### src/hdl/fess_params.svh
// Constants for the flash erase/suspend command sequencer.
// Included by the sequencer; definitions only.
`ifndef FESS_PARAMS_SVH
`define FESS_PARAMS_SVH
`define FESS_CMD_PGM_SUSP 16'h0051
`define FESS_CMD_PGM_RES 16'h0050
`define FESS_CMD_SETUP 16'h0080
`define FESS_CMD_SEC_ERASE 16'h0030
`define FESS_CMD_CHIP_ERASE 16'h0010
`define FESS_CMD_ERS_SUSP 16'h00B0
`define FESS_CMD_ERS_RES 16'h0030
`define FESS_CMD_PGM_START 16'h00A0
`define FESS_OFS_555 12'h555
`define FESS_OFS_2AA 12'h2AA
`define FESS_OFS_000 12'h000
`define FESS_ERASED_WORD 16'hFFFF
`define FESS_ZERO_WORD 16'h0000
`define FESS_LAST_SEC 8'hFF
`define FESS_BOOT_SEC 8'h00
`define FESS_CLK_NS 25
`define FESS_PSL_NS 5000
`define FESS_ESL_NS 20000
`define FESS_PSL_CYC ((`FESS_PSL_NS) / (`FESS_CLK_NS))
`define FESS_ESL_CYC ((`FESS_ESL_NS) / (`FESS_CLK_NS))
`endif

### src/hdl/fess_pkg.sv
// Types for the flash erase/suspend command sequencer.
// Constants come from fess_params.svh.
`default_nettype none
package fess_pkg;
  typedef enum logic [3:0] {
    FESS_IDLE,
    FESS_SETUP,
    FESS_PGM_ARM,
    FESS_PGM,
    FESS_PGM_SUSP,
    FESS_SE_PRE,
    FESS_SE_ERASE,
    FESS_SE_SUSP_WAIT,
    FESS_ERS_SUSP,
    FESS_CE_PRE,
    FESS_CE_ERASE,
    FESS_PGM_SUSP_WAIT
  } fess_state_t;

  // One host command cycle
  typedef struct packed {
    logic valid;
    logic [7:0] sector;
    logic [11:0] offset;
    logic [15:0] data;
  } fess_cmd_t;

  // Status seen by software through the status read path
  typedef struct packed {
    logic busy;
    logic pgm_active;
    logic pgm_suspended;
    logic ers_active;
    logic ers_suspended;
    logic chip_erase;
    logic seq_abort;
  } fess_status_t;

  // Array side request to the memory core
  typedef struct packed {
    logic wr;
    logic [7:0] sector;
    logic [11:0] offset;
    logic [15:0] data;
  } fess_array_t;

  typedef struct packed {
    fess_state_t st;
    fess_state_t ret;
    logic [7:0] ers_sec;
    logic [7:0] pgm_sec;
    logic [11:0] pgm_ofs;
    logic [15:0] pgm_dat;
    logic [7:0] sec1;
    logic [11:0] idx;
    logic [31:0] cnt;
    logic pgm_in_ers;
    logic abort;
    fess_array_t arr;
  } fess_regs_t;
endpackage
`default_nettype wire

### src/hdl/fess_seq.sv
// Command sequencer for a NOR flash: program suspend/resume,
// sector and chip erase, erase suspend/resume.
// Assumes command cycles arrive already decoded and synchronous to mclk;
// the array core answers reads combinationally from the sector/offset given.
// Sector lock state arrives as level vectors; lock commands live elsewhere.
// Latency and length parameters are counted in mclk cycles.
// Behaviour
// Program suspend 0051h halts programming within the latency; address ignored.
// While program-suspended, reads of other sectors are served.
// Program suspend accepted inside erase-suspend; reads avoid both suspended sectors.
// Program resume 0050h at offset 000h returns to programming.
// Only resume leaves program-suspend; extra resumes ignored; suspend allowed again.
// Host starts sector erase with 0080h at 555h then 0030h at 2AA.
// Sector erase needs matching sectors, right offsets, unlocked, not range locked.
// Erase preprograms to zero then erases; erased words read FFFFh.
// Sector erase ends in idle with addresses released; other banks readable.
// During sector erase only outside reads, status and erase suspend count.
// Hardware reset ends erase at once; host reissues the sequence.
// Host starts chip erase with 0080h at 555h then 0010h at 2AA.
// Chip erase needs consistent addresses, sector 0 unlocked, no range lock.
// Chip erase refuses array reads; only status reads and reset count.
// Chip erase ends in idle, addresses released, all words FFFFh.
// Erase suspend works only during sector erase, ignored in chip erase.
// Erase suspend stops within the latency; bank enters erase-suspend mode.
// Erase-suspended sector reads undefined; status tells erasing from suspended.
// Program finished in erase-suspend returns to erase-suspend, not idle.
// Erase resume continues erasing; repeats ignored; new suspend then accepted.
// Host sends erase suspend as one 00B0h write in the bank.
// Host sends erase resume as 0030h at offset 000h.
// A mismatching cycle abandons the sequence and returns to the prior state.
`include "fess_params.svh"
`timescale 1ns/1ps
`default_nettype none
module fess_seq #(
  parameter int WORDS = 4096,
  parameter int PGM_CYC = 200,
  parameter int PSL_CYC = `FESS_PSL_CYC,
  parameter int ESL_CYC = `FESS_ESL_CYC
) (
  input wire logic mclk,
  input wire logic rst,
  input wire fess_pkg::fess_cmd_t cmd,
  input wire logic rd_req,
  input wire logic [7:0] rd_sector,
  input wire logic [255:0] sec_unlocked,
  input wire logic [255:0] sec_range_locked,
  input wire logic core_done,
  output logic rd_ok,
  output logic rd_undefined,
  output var fess_pkg::fess_status_t status,
  output var fess_pkg::fess_array_t arr
);
  fess_pkg::fess_regs_t r_r;
  fess_pkg::fess_regs_t r_nxt;

  // Sector may be erased: unlocked and outside any lock range
  function automatic logic sec_free(input logic [7:0] s, input logic [255:0] ul, input logic [255:0] rl);
    sec_free = ul[s] & ~rl[s];
  endfunction

  // Command cycle matcher
  function automatic logic is_cmd(input fess_pkg::fess_cmd_t c, input logic [15:0] d);
    is_cmd = c.valid & (c.data == d);
  endfunction

  // Single-cycle suspend and resume decodes; suspends ignore the address
  logic wr_pgm_susp;
  logic wr_pgm_res;
  logic wr_ers_susp;
  logic wr_ers_res;
  assign wr_pgm_susp = is_cmd(cmd, `FESS_CMD_PGM_SUSP);
  assign wr_pgm_res = is_cmd(cmd, `FESS_CMD_PGM_RES) & (cmd.offset == `FESS_OFS_000);
  assign wr_ers_susp = is_cmd(cmd, `FESS_CMD_ERS_SUSP);
  assign wr_ers_res = is_cmd(cmd, `FESS_CMD_ERS_RES) & (cmd.offset == `FESS_OFS_000);

  // Next-state logic; all other writes in busy states fall through untouched
  always_comb
  begin
    r_nxt = r_r;
    r_nxt.arr.wr = 1'b0;
    case (r_r.st)
      // Erase setup only from idle; program start also from suspend; erase resume only from suspend
      fess_pkg::FESS_IDLE, fess_pkg::FESS_ERS_SUSP:
      begin
        if (cmd.valid & (cmd.data == `FESS_CMD_SETUP) & (cmd.offset == `FESS_OFS_555)
            & (r_r.st == fess_pkg::FESS_IDLE))
        begin
          r_nxt.st = fess_pkg::FESS_SETUP;
          r_nxt.sec1 = cmd.sector;
          r_nxt.abort = 1'b0;
        end
        else if (is_cmd(cmd, `FESS_CMD_PGM_START))
        begin
          // Return path is the suspend flag; ret keeps the erase resume point
          r_nxt.pgm_in_ers = (r_r.st == fess_pkg::FESS_ERS_SUSP);
          r_nxt.st = fess_pkg::FESS_PGM_ARM;
        end
        else if ((r_r.st == fess_pkg::FESS_ERS_SUSP) & wr_ers_res)
        begin
          // Resume where the suspend hit; a cut preprogram restarts, zeros again are harmless
          r_nxt.st = r_r.ret;
          if (r_r.ret == fess_pkg::FESS_SE_PRE)
          begin
            r_nxt.idx = '0;
          end
        end
      end

      // Program word write follows the start code
      fess_pkg::FESS_PGM_ARM:
      begin
        // Next write is the program address/data
        if (cmd.valid)
        begin
          r_nxt.pgm_sec = cmd.sector;
          r_nxt.pgm_ofs = cmd.offset;
          r_nxt.pgm_dat = cmd.data;
          r_nxt.cnt = 32'(PGM_CYC);
          r_nxt.st = fess_pkg::FESS_PGM;
        end
      end

      // Second erase cycle: anything but a matching erase code abandons the setup
      fess_pkg::FESS_SETUP:
      begin
        if (cmd.valid)
        begin
          // Assume a mismatch; a good erase code overrides below
          r_nxt.st = r_r.ret;
          r_nxt.abort = 1'b1;
          if ((cmd.offset == `FESS_OFS_2AA) & (cmd.data == `FESS_CMD_SEC_ERASE) & (cmd.sector == r_r.sec1)
              & sec_free(cmd.sector, sec_unlocked, sec_range_locked))
          begin
            r_nxt.st = fess_pkg::FESS_SE_PRE;
            r_nxt.ers_sec = cmd.sector;
            r_nxt.idx = '0;
            r_nxt.abort = 1'b0;
          end
          else if ((cmd.offset == `FESS_OFS_2AA) & (cmd.data == `FESS_CMD_CHIP_ERASE)
                   & (cmd.sector == r_r.sec1) & sec_unlocked[`FESS_BOOT_SEC] & ~(|sec_range_locked))
          begin
            r_nxt.st = fess_pkg::FESS_CE_PRE;
            r_nxt.ers_sec = '0;
            r_nxt.idx = '0;
            r_nxt.abort = 1'b0;
          end
        end
      end

      // Embedded program counts down; suspend freezes the count
      fess_pkg::FESS_PGM:
      begin
        r_nxt.cnt = r_r.cnt - 32'd1;
        if (wr_pgm_susp)
        begin
          r_nxt.st = fess_pkg::FESS_PGM_SUSP_WAIT;
          r_nxt.cnt = r_r.cnt;
          r_nxt.idx = 12'(PSL_CYC - 1);
        end
        else if (r_r.cnt == 32'd1)
        begin
          r_nxt.arr = '{wr: 1'b1, sector: r_r.pgm_sec, offset: r_r.pgm_ofs, data: r_r.pgm_dat};
          r_nxt.st = r_r.pgm_in_ers ? fess_pkg::FESS_ERS_SUSP : fess_pkg::FESS_IDLE;
          r_nxt.pgm_in_ers = 1'b0;
        end
      end

      fess_pkg::FESS_PGM_SUSP_WAIT:
      begin
        // Holds for the full suspend latency, PSL_CYC cycles, before reporting suspended
        r_nxt.idx = r_r.idx - 12'd1;
        if (r_r.idx == 12'd0)
        begin
          r_nxt.st = fess_pkg::FESS_PGM_SUSP;
        end
      end

      // Only a resume at offset 000h leaves; other writes fall through
      fess_pkg::FESS_PGM_SUSP:
      begin
        if (wr_pgm_res)
        begin
          r_nxt.st = fess_pkg::FESS_PGM;
        end
      end

      fess_pkg::FESS_SE_PRE, fess_pkg::FESS_CE_PRE:
      begin
        // Preprogram every word to zero before the electrical erase
        r_nxt.arr = '{wr: 1'b1, sector: r_r.ers_sec, offset: r_r.idx, data: `FESS_ZERO_WORD};
        r_nxt.idx = r_r.idx + 12'd1;
        if (r_r.idx == 12'(WORDS - 1))
        begin
          r_nxt.idx = '0;
          r_nxt.st = (r_r.st == fess_pkg::FESS_SE_PRE) ? fess_pkg::FESS_SE_ERASE : fess_pkg::FESS_CE_ERASE;
        end
        // Chip erase walks every sector before the electrical erase
        if ((r_r.st == fess_pkg::FESS_CE_PRE) & (r_r.idx == 12'(WORDS - 1)))
        begin
          r_nxt.ers_sec = r_r.ers_sec + 8'd1;
          r_nxt.st = (r_r.ers_sec == `FESS_LAST_SEC) ? fess_pkg::FESS_CE_ERASE : fess_pkg::FESS_CE_PRE;
        end
        // Preprogram is part of the sector erase, so suspend is taken here too
        if ((r_r.st == fess_pkg::FESS_SE_PRE) & wr_ers_susp)
        begin
          r_nxt.st = fess_pkg::FESS_SE_SUSP_WAIT;
          r_nxt.cnt = 32'(ESL_CYC - 1);
          r_nxt.ret = fess_pkg::FESS_SE_PRE;
        end
      end

      // Electrical erase; waits for the core, only suspend is taken
      fess_pkg::FESS_SE_ERASE:
      begin
        if (wr_ers_susp)
        begin
          r_nxt.st = fess_pkg::FESS_SE_SUSP_WAIT;
          r_nxt.cnt = 32'(ESL_CYC - 1);
          r_nxt.ret = fess_pkg::FESS_SE_ERASE;
        end
        else if (core_done)
        begin
          r_nxt.st = fess_pkg::FESS_IDLE;
          r_nxt.ers_sec = '0;
        end
      end

      // Suspend latency countdown; erase state is held while it runs
      fess_pkg::FESS_SE_SUSP_WAIT:
      begin
        r_nxt.cnt = r_r.cnt - 32'd1;
        if (r_r.cnt == 32'd0)
        begin
          r_nxt.st = fess_pkg::FESS_ERS_SUSP;
        end
      end

      fess_pkg::FESS_CE_ERASE:
      begin
        // Suspend and every other command are ignored here
        if (core_done)
        begin
          r_nxt.st = fess_pkg::FESS_IDLE;
          r_nxt.ers_sec = '0;
        end
      end

      // Unused codes fall back to idle rather than lock up
      default:
      begin
        r_nxt.st = fess_pkg::FESS_IDLE;
      end
    endcase
    // Remember where an abandoned setup goes back to
    if (r_nxt.st == fess_pkg::FESS_SETUP)
    begin
      r_nxt.ret = r_r.st == fess_pkg::FESS_SETUP ? r_r.ret : r_r.st;
    end
  end

  // Reset ends any operation at once and returns to idle
  always_ff @(posedge mclk or posedge rst)
  begin
    if (rst)
    begin
      r_r <= '{st: fess_pkg::FESS_IDLE, ret: fess_pkg::FESS_IDLE, default: '0};
    end
    else
    begin
      r_r <= r_nxt;
    end
  end

  // Read gating: chip erase blocks all, otherwise program-suspended or busy sectors
  // Busy sector reads are refused, not stalled; the host polls status
  logic busy_sec;
  logic pgm_busy;
  always_comb
  begin
    pgm_busy = (r_r.st == fess_pkg::FESS_PGM) | (r_r.st == fess_pkg::FESS_PGM_SUSP)
               | (r_r.st == fess_pkg::FESS_PGM_SUSP_WAIT);
    busy_sec = (pgm_busy & (rd_sector == r_r.pgm_sec))
               | ((r_r.st == fess_pkg::FESS_SE_PRE) | (r_r.st == fess_pkg::FESS_SE_ERASE)
                  | (r_r.st == fess_pkg::FESS_SE_SUSP_WAIT)) & (rd_sector == r_r.ers_sec);
    rd_ok = rd_req & ~busy_sec & (r_r.st != fess_pkg::FESS_CE_PRE) & (r_r.st != fess_pkg::FESS_CE_ERASE);
    rd_undefined = rd_req & (r_r.st == fess_pkg::FESS_ERS_SUSP | r_r.pgm_in_ers)
                   & (rd_sector == r_r.ers_sec);
  end

  // Status view
  always_comb
  begin
    status.pgm_active = (r_r.st == fess_pkg::FESS_PGM) | (r_r.st == fess_pkg::FESS_PGM_SUSP_WAIT);
    status.pgm_suspended = (r_r.st == fess_pkg::FESS_PGM_SUSP);
    // Chip erase first: the erase and busy flags are built from it
    status.chip_erase = (r_r.st == fess_pkg::FESS_CE_PRE) | (r_r.st == fess_pkg::FESS_CE_ERASE);
    status.ers_active = (r_r.st == fess_pkg::FESS_SE_PRE) | (r_r.st == fess_pkg::FESS_SE_ERASE)
                        | (r_r.st == fess_pkg::FESS_SE_SUSP_WAIT) | status.chip_erase;
    status.ers_suspended = (r_r.st == fess_pkg::FESS_ERS_SUSP) | r_r.pgm_in_ers;
    status.busy = status.pgm_active | status.ers_active;
    status.seq_abort = r_r.abort;
  end

  assign arr = r_r.arr;
endmodule
`default_nettype wire

### config.mk
export PLATFORM = sky130hd
export DESIGN_NAME = fess_seq
export DESIGN_NICKNAME = d
export VERILOG_FILES = /design/src/hdl/fess_pkg.sv /design/src/hdl/fess_seq.sv
export VERILOG_INCLUDE_DIRS = /design/src /design/src/hdl
export SDC_FILE = /design/constraint.sdc
export NUM_CORES = 1
export LEC_CHECK = 0
export ABC_AREA = 1
export BUFFER_PORTS_ARGS = -buffer_cell sky130_fd_sc_hd__buf_4
export CAP_MARGIN = 20
export CORE_AREA = 10 10 225 227
export CTS_CLUSTER_DIAMETER = 200
export DETAILED_ROUTE_END_ITERATION = 8
export DIE_AREA = 0 0 235 237
export PLACE_DENSITY = 0.51
export REMOVE_ABC_BUFFERS = 1
export SLEW_MARGIN = 15
export SYNTH_ARGS = -nofsm -noshare
export SYNTH_HDL_FRONTEND = slang
export SYNTH_SLANG_ARGS = --single-unit
### constraint.sdc
create_clock -name mclk -period 5.29 [get_ports mclk]
set_input_delay 0.529 -clock mclk [delete_from_list [all_inputs] [get_ports mclk]]
set_output_delay 0.529 -clock mclk [all_outputs]
set_load 0.05 [all_outputs]
==> metrics.md, run 1 <==
| Metric | Value |
|---|---|
| Status | `finished, final reports clean` |
| CTS tree | `done` |
| Path length in cells of the critical path | `16` |
| CTS hold repair buffers | `0` |
| CP most frequent cell | `nand3_1` |
| Max Cap Viol | `0` |
| DRT iter0 DRCs | `1443` |
| Clock skew | `15.5 ps` |
| Post-synthesis cell type count | `49` |
| Max Slew Vio Count | `0` |
| Via-to-Cell Ratio | `5.23` |
| Post-CTS Setup Bufs | `0` |
| Cell family with most CP delay | `simple AND/OR/NAND/NOR gates` |
| Final hold violations | `0` |
| Worst R2R Setup Slack | `1980 ps` |
| DRC viols | `0` |
| Max FO, Critical Path | `99` |
| Number of antenna violations at the first check in global routing | `15` |
| Top_reg_cell synth | `dfrtp_1` |
| Fmax | `0.279 GHz` |
| Worst Setup SP | `cmd[28]` |
| Peak VDD IR | `0.186 mV` |
| HPWL after DPL | `63700 microns` |
| Clk slew on worst S/H paths | `60 ps` |
| Io pins | `607` |
| Hold_ws | `209 ps` |
| Total core area | `46200 sq um` |
| Worst R2R Path Depth | `17` |
| Full die area | `55700 sq um` |
| Relative slew margins | `34.3%` |
| FF+latch count, synth | `143` |
| Grt ovf | `0` |
| Vias in the first global route | `17900` |
| Gr usage total | `26.7%` |
| ANT nets after route | `0` |
| Share of flip-flops with an asynchronous set or reset | `100%` |
| Lkg Pwr | `9.65 nW` |
| Worst path max stage delay | `560 ps` |
| Vert. Die Dim | `237 microns` |
| Reg-to-reg critical path startpoint | `r_r[65]` |
| Slowest cell on crit path | `inv_6` |
| Pwr/cell area | `244 nW/um^2` |
| Vias | `18000` |
| Final Power | `0.00466 W` |
| Largest net degree at the start of global routing | `136` |
| Fillers | `5041` |
| Sink Count | `143` |
| IO buf count | `606` |
| Pre-antenna DRT Iters | `6` |
| Post-CTS Resized | `0` |
| Startpoint Class | `input pin` |
| Final Setup Violations | `0` |
| Finished Layout Cells | `3435` |
| First-pass GRT wire length | `116000 microns` |
| CP required | `5590 ps` |
| Clk_lat worst skew | `440 ps` |
| CTS Root Cell | `clkbuf_16` |
| Worst slack, placed | `1260 ps` |
| Cell Area, Synth | `13900 sq um` |
| CTS buffer count | `17` |
| Setup crit end | `r_r[72]` |
| Final WS setup | `1710 ps` |
| Worst min path class | `input pin to asynchronous set/reset pin` |
| Nets@finish | `3370` |
| CTS H-Tree Depth | `4` |
| Share of cells above drive strength 1 | `24.5%` |
| Initial core utilization | `30.1%` |
| Crit Reg-Reg Endpoint | `r_r[135]` |
| Critical path, cell by cell | `clkbuf_8 -> inv_6 -> buf_12 -> o21ai_0 -> o211ai_1 -> nand3_1 -> nand3_1 -> nand3_1 -> nand2_1 -> nand2_1 -> nand3_1 -> nand3_2 -> nand3_1 -> nand2_1 -> inv_1 -> o221ai_1` |
| Worst-case clock buffer depth | `2` |
| Most frequent cells in the layout | `659 x nand2_1, 628 x buf_4, 299 x nand3_1` |
| Worst Tran Pin Value | `984 ps` |
| Syn. warnings | `0` |
| Site Rows | `79` |
| Commonest non-fill, non-tap cell in the layout | `nand2_1` |
| Min Tclk post-route | `3580 ps` |
| Routed wire length | `78400 microns` |
| Dpl cells | `3391` |
| Crit. End Element | `flop` |
| Synth Area per Inst | `5.99 sq um` |
| EDFF count, synth | `0` |
| Die X | `235 microns` |
| Cells after Synth | `2321` |
| Fin crit share | `67.7%` |
| Critical path buffers and inverters | `4` |
| DR WL/cell | `22.8 microns` |
| Setup_tns | `0 ps` |
| Layout area overhead | `37.8%` |
| Post-synthesis sequential area ratio | `25.8%` |
| Critical setup path kind | `input pin to flop` |
| RSZ-0062 raised after global routing | `false` |
| Placer Congestion | `0.977` |
| Worst path arrival time | `3880 ps` |
## flip-flops by register name, indices dropped and copies added, names as in the netlist
register / count
status: 1
r_r: 105
arr: 37
## cells by family after synthesis
group                    share of synthesized area, %
AND/OR/NAND/NOR                                  44.0
flip-flops                                       25.8
adder cells (fa/ha/maj)                         0.540
buffers and inverters                            12.1
AO/OA/AOI/OAI                                    15.1
XOR/XNOR                                         2.46
## power by group
group          leakage, nW  switching (W)  total [W]  internal, W
Combinational         7.55        0.00122    0.00198     0.000759
Sequential            1.82       0.000177    0.00148      0.00130
Clock                0.287       0.000540    0.00120     0.000663
Total                 9.65        0.00194    0.00466      0.00273
## cell usage after synthesis (all sizes together) (38+ instances only)
library cell	count	share of area (%)
a21oi	45	1.6
buf	121	5.5
clkbuf	50	1.4
dfrtp	143	26
inv	192	5.2
nand2	661	18
nand3	303	11
nand4	38	1.7
nor2	285	7.7
nor4	71	3.4
o211ai	61	3.3
o21ai	196	7.1
## routing by layer
layer	part of all wire, %	wire length [microns]	global-route usage, %
met1	41	32500	32.4
met4	1.5	1210	6.06
met2	50	38900	46.3
met3	7.4	5820	6.89
met5	0.043	34	0
## worst min path at each step
stage,from,to,slack [ps],cells after the start
after floorplan,r_r[110],r_r[110],450,2
after global placement,r_r[92],r_r[92],460,2
after detailed placement,r_r[105],r_r[105],470,2
after CTS,rst,r_r[76],250,2
after global routing,rst,arr[22],270,2
final,rst,r_r[76],210,2
## layout make-up
class	count	area (sq um)	share of cell area [%]
sequential	143	3580	18.7
inverter	194	741	3.87
tap	607	759	3.97
clock buffer	17	425	2.22
clock inverter	15	146	0.764
timing repair buffer	634	4830	25.2
multi-input combinational	1813	8640	45.1
antenna	12	30.0	0.157
## worst reg2reg max path, cell delays in order, from the launching register on
cell	delay, ps
dfrtp_1	410
nor2_1	260
nand3_1	110
nor4_1	280
nand3_1	200
inv_1	120
nand4_1	220
and2_1	250
nor3_1	370
nand3_1	140
nor2_1	170
nand2_1	90
nor2_1	190
nand3_1	90
nand2_1	80
nand2_1	90
nand2_1	70
nand2_1	50
## through the flow
step | instance area (sq um) | utilization [%]
after floorplan | 12900 | -
after global placement | 18500 | 40.2
after detailed placement | 18500 | 40.2
after CTS | 19100 | 41.4
after global routing | 19200 | 41.5
final | 19200 | 41.5
Note: power is estimated with default switching activity, not from simulation.
==> run 2: changes to the inputs <==
--- a/config.mk
+++ b/config.mk
@@ -6,14 +6,14 @@
 export SDC_FILE = /design/constraint.sdc
 export NUM_CORES = 1
 export LEC_CHECK = 0
-export ABC_AREA = 1
+export ABC_AREA = 0
 export BUFFER_PORTS_ARGS = -buffer_cell sky130_fd_sc_hd__buf_4
 export CAP_MARGIN = 20
-export CORE_AREA = 10 10 225 227
+export CORE_AREA = 10 10 231 233
 export CTS_CLUSTER_DIAMETER = 200
 export DETAILED_ROUTE_END_ITERATION = 8
-export DIE_AREA = 0 0 235 237
-export PLACE_DENSITY = 0.51
+export DIE_AREA = 0 0 241 243
+export PLACE_DENSITY = 0.47
 export REMOVE_ABC_BUFFERS = 1
 export SLEW_MARGIN = 15
 export SYNTH_ARGS = -nofsm -noshare
==> constraint.sdc (replaced) <==
create_clock -name mclk -period 2.9 [get_ports mclk]
set_input_delay 0.29 -clock mclk [delete_from_list [all_inputs] [get_ports mclk]]
set_output_delay 0.29 -clock mclk [all_outputs]
set_load 0.05 [all_outputs]
==> run 2 against run 1 <==
Against the previous run:
- critical endpoint is now r_r[137]
- final cell count decreased by 10%
- routed wire length up 25%
- clock skew down 6.8 ps
- the flow now finishes with violations (negative setup slack)
- sequential power grew 36%
- die area is 5.1% higher
- non-clock buffer count is 324 higher
==> metrics.md, run 2 <==
| Metric | Value |
|---|---|
| First-pass GRT wire length | `133000 microns` |
| Grt ovf | `0` |
| Vert. Die Dim | `243 microns` |
| Post-synth top area share | `29.5%` |
| DRT iter0 DRCs | `1854` |
| Max Slew Vio Count | `0` |
| RSZ-0062 raised after global routing | `true` |
| Initial core utilization | `24.9%` |
| Total core area | `48600 sq um` |
| Peak VDD IR | `0.325 mV` |
| CP required | `3290 ps` |
| Final hold violations | `0` |
| CTS Root Cell | `clkbuf_16` |
| Dpl cells | `3000` |
| Critical setup path kind | `flop to flop` |
| Yosys top cell by area | `dfrtp_1` |
| Commonest non-fill, non-tap cell in the layout | `buf_4` |
| Routed wire length | `98300 microns` |
| Via-to-Cell Ratio | `5.60` |
| Vias | `17300` |
| Worst-case clock buffer depth | `2` |
| Clk_lat worst skew | `450 ps` |
| Setup_tns | `-778 ps` |
| Synth top area cells | `dfrtp_1 30%, nor4_1 5.5%, nand2_1 4.9%, mux2_2 4.1%, inv_1 3.6%` |
| Most frequent cells in the layout | `934 x buf_4, 157 x nand2_1, 141 x dfrtp_1` |
| Vias in the first global route | `17400` |
| CTS tree | `done` |
| Hold Path Depth | `2` |
| Final Instance Area | `20700 sq um` |
| Worst R2R Path Depth | `12` |
| Clock skew | `8.69 ps` |
| Layout area overhead | `70.7%` |
| Failing checks | `negative setup slack` |
| CTS buffer count | `17` |
| DRC viols | `0` |
| Fin crit share | `107%` |
| Final WS setup | `-199 ps` |
| Lkg Pwr | `9.88 nW` |
| Final Setup Violations | `9` |
| Status | `finished, violations left` |
| Worst path arrival time | `3490 ps` |
| Worst min path class | `input pin to flop` |
| Max Cap Viol | `0` |
| Synth Area per Inst | `7.77 sq um` |
| Share of cells above drive strength 1 | `46.0%` |
| Cell Area, Synth | `12100 sq um` |
| Pwr/cell area | `284 nW/um^2` |
| Post-synthesis sequential area ratio | `29.5%` |
| Min Tclk post-route | `3100 ps` |
| Pre-antenna DRT Iters | `5` |
| Max FO, Critical Path | `3` |
| Startpoint Class | `flop` |
| Max FFs per register | `105` |
| Biggest register | `r_r` |
| Placer Congestion | `1.03` |
| Hold_ws | `80.2 ps` |
| ANT nets after route | `0` |
| DR WL/cell | `31.9 microns` |
| Cells after Synth | `1559` |
| Crit. End Element | `flop` |
| Post-DP Area | `19500 sq um` |
| Fmax | `0.323 GHz` |
| Clk slew on worst S/H paths | `60 ps` |
| Worst R2R Setup Slack | `-200 ps` |
| Io pins | `607` |
| HPWL after DPL | `85400 microns` |
| EDFF count, synth | `0` |
| Top_reg_cell synth | `dfrtp_1` |
| Nets@finish | `2982` |
| Number of antenna violations at the first check in global routing | `41` |
| Die X | `241 microns` |
| Sink Count | `143` |
| Worst Hold End | `r_r[100]` |
| Largest net degree at the start of global routing | `65` |
| Share of flip-flops with an asynchronous set or reset | `100%` |
| Gr usage total | `32.1%` |
| IO buf count | `606` |
| CTS H-Tree Depth | `4` |
| FF+latch count, synth | `143` |
| Full die area | `58600 sq um` |
| Worst hold start | `cmd[9]` |
| Syn. warnings | `0` |
| Site Rows | `81` |
| Count leader, synth | `nand2_1` |
| Reg-to-reg critical path startpoint | `r_r[58]` |
| Synth top cells by count | `158 x nand2_1, 143 x dfrtp_1, 116 x inv_1` |
| Post-synthesis cell type count | `77` |
| Worst Tran Pin Value | `647 ps` |
| Post-layout util | `42.5%` |
| Crit Reg-Reg Endpoint | `r_r[137]` |
| Finished Layout Cells | `3079` |
| Relative slew margins | `56.9%` |
-- run 2: changes by cell type in the layout (fill, tap and decap cells not counted), sizes merged, moves of 22 or more --
cell    delta
nor2b     +38
mux2      +44
buf      +324
nor4      +38
nor3      +22
o211ai    -52
nand3    -276
nand2b    +55
nand2    -502
nor2     -175
o21ai     -96
inv       -84
o32ai     +47
-- run 2: final cells by class --
type,count,area [sq um]
Antenna cell,31,77.6
Clock buffer,23,488
Clock inverter,7,37.5
Fill cell,5035,28000
Inverter,117,444
Multi-Input combinational cell,1178,7910
Sequential cell,143,3580
Tap cell,622,778
Timing Repair Buffer,958,7370
-- run 2: kinds of logic (layout without fill, tap and decap cells) --
kind of cell | count (synthesis) | count (layout) | synth area share, %
AND/OR/NAND/NOR | 682 | 682 | 30.2
AO/OA/AOI/OAI | 401 | 404 | 23.7
buffers and inverters | 241 | 1105 | 8.74
flip-flops | 143 | 143 | 29.5
multiplexers | 45 | 45 | 4.27
XOR/XNOR | 39 | 39 | 2.82
adder cells (fa/ha/maj) | 8 | 8 | 0.785
other | 0 | 31 | 0
-- run 2: through the flow --
stage | total power (W) | setup slack (ps)
after floorplan | 0.00244 | -1230
after global placement | 0.00379 | -937
after detailed placement | 0.00379 | -1020
after CTS | 0.00585 | -167
after global routing | 0.00606 | -314
final | 0.00587 | -199
-- run 2: metal layers --
metal | global-route usage, % | vias up | wire length [microns]
met3 | 8.32 | 146 | 7830
met4 | 11.9 | 18 | 3170
met5 | 0 | - | 124
met2 | 53.1 | 909 | 47300
li1 | - | 7614 | -
met1 | 39.2 | 8565 | 39800
-- run 2: report_power, final --
group | internal [W] | switching (W) | leakage, nW
Clock | 0.00116 | 0.000874 | 0.264
Combinational | 0.000912 | 0.000899 | 7.73
Sequential | 0.00201 | 0.0000112 | 1.89
Total | 0.00408 | 0.00178 | 9.88
-- run 2: how the worst max path moves through the flow --
stage,startpoint,endpoint,slack [ps],cells past startpoint
CTS,r_r[58],r_r[137],-170,11
global route,r_r[58],r_r[137],-310,11
detailed placement,cmd[28],r_r[128],-1020,14
floorplan,rst,arr[0],-1230,1
global placement,cmd[29],r_r[128],-940,13
finish,r_r[58],r_r[137],-200,12
-- run 2: repair_timing --
item	4_1_cts	5_1_grt
setup buffers	14	5
pin swaps	29	18
endpoints found under the hold margin	62	0
resized for setup	52	48
cloned	2	1
setup endpoints to repair	66	34
hold buffers	1	0
-- run 2: worst max-delay path, stage by stage, from the launching register on --
cell	delay, ps
dfrtp_1	380
or4_4	570
nor4b_4	250
buf_4	140
and3_4	190
a211o_1	180
nand4_1	190
or4_4	500
buf_4	170
nor2_2	110
a21oi_2	50
o211ai_1	140
a22o_1	170
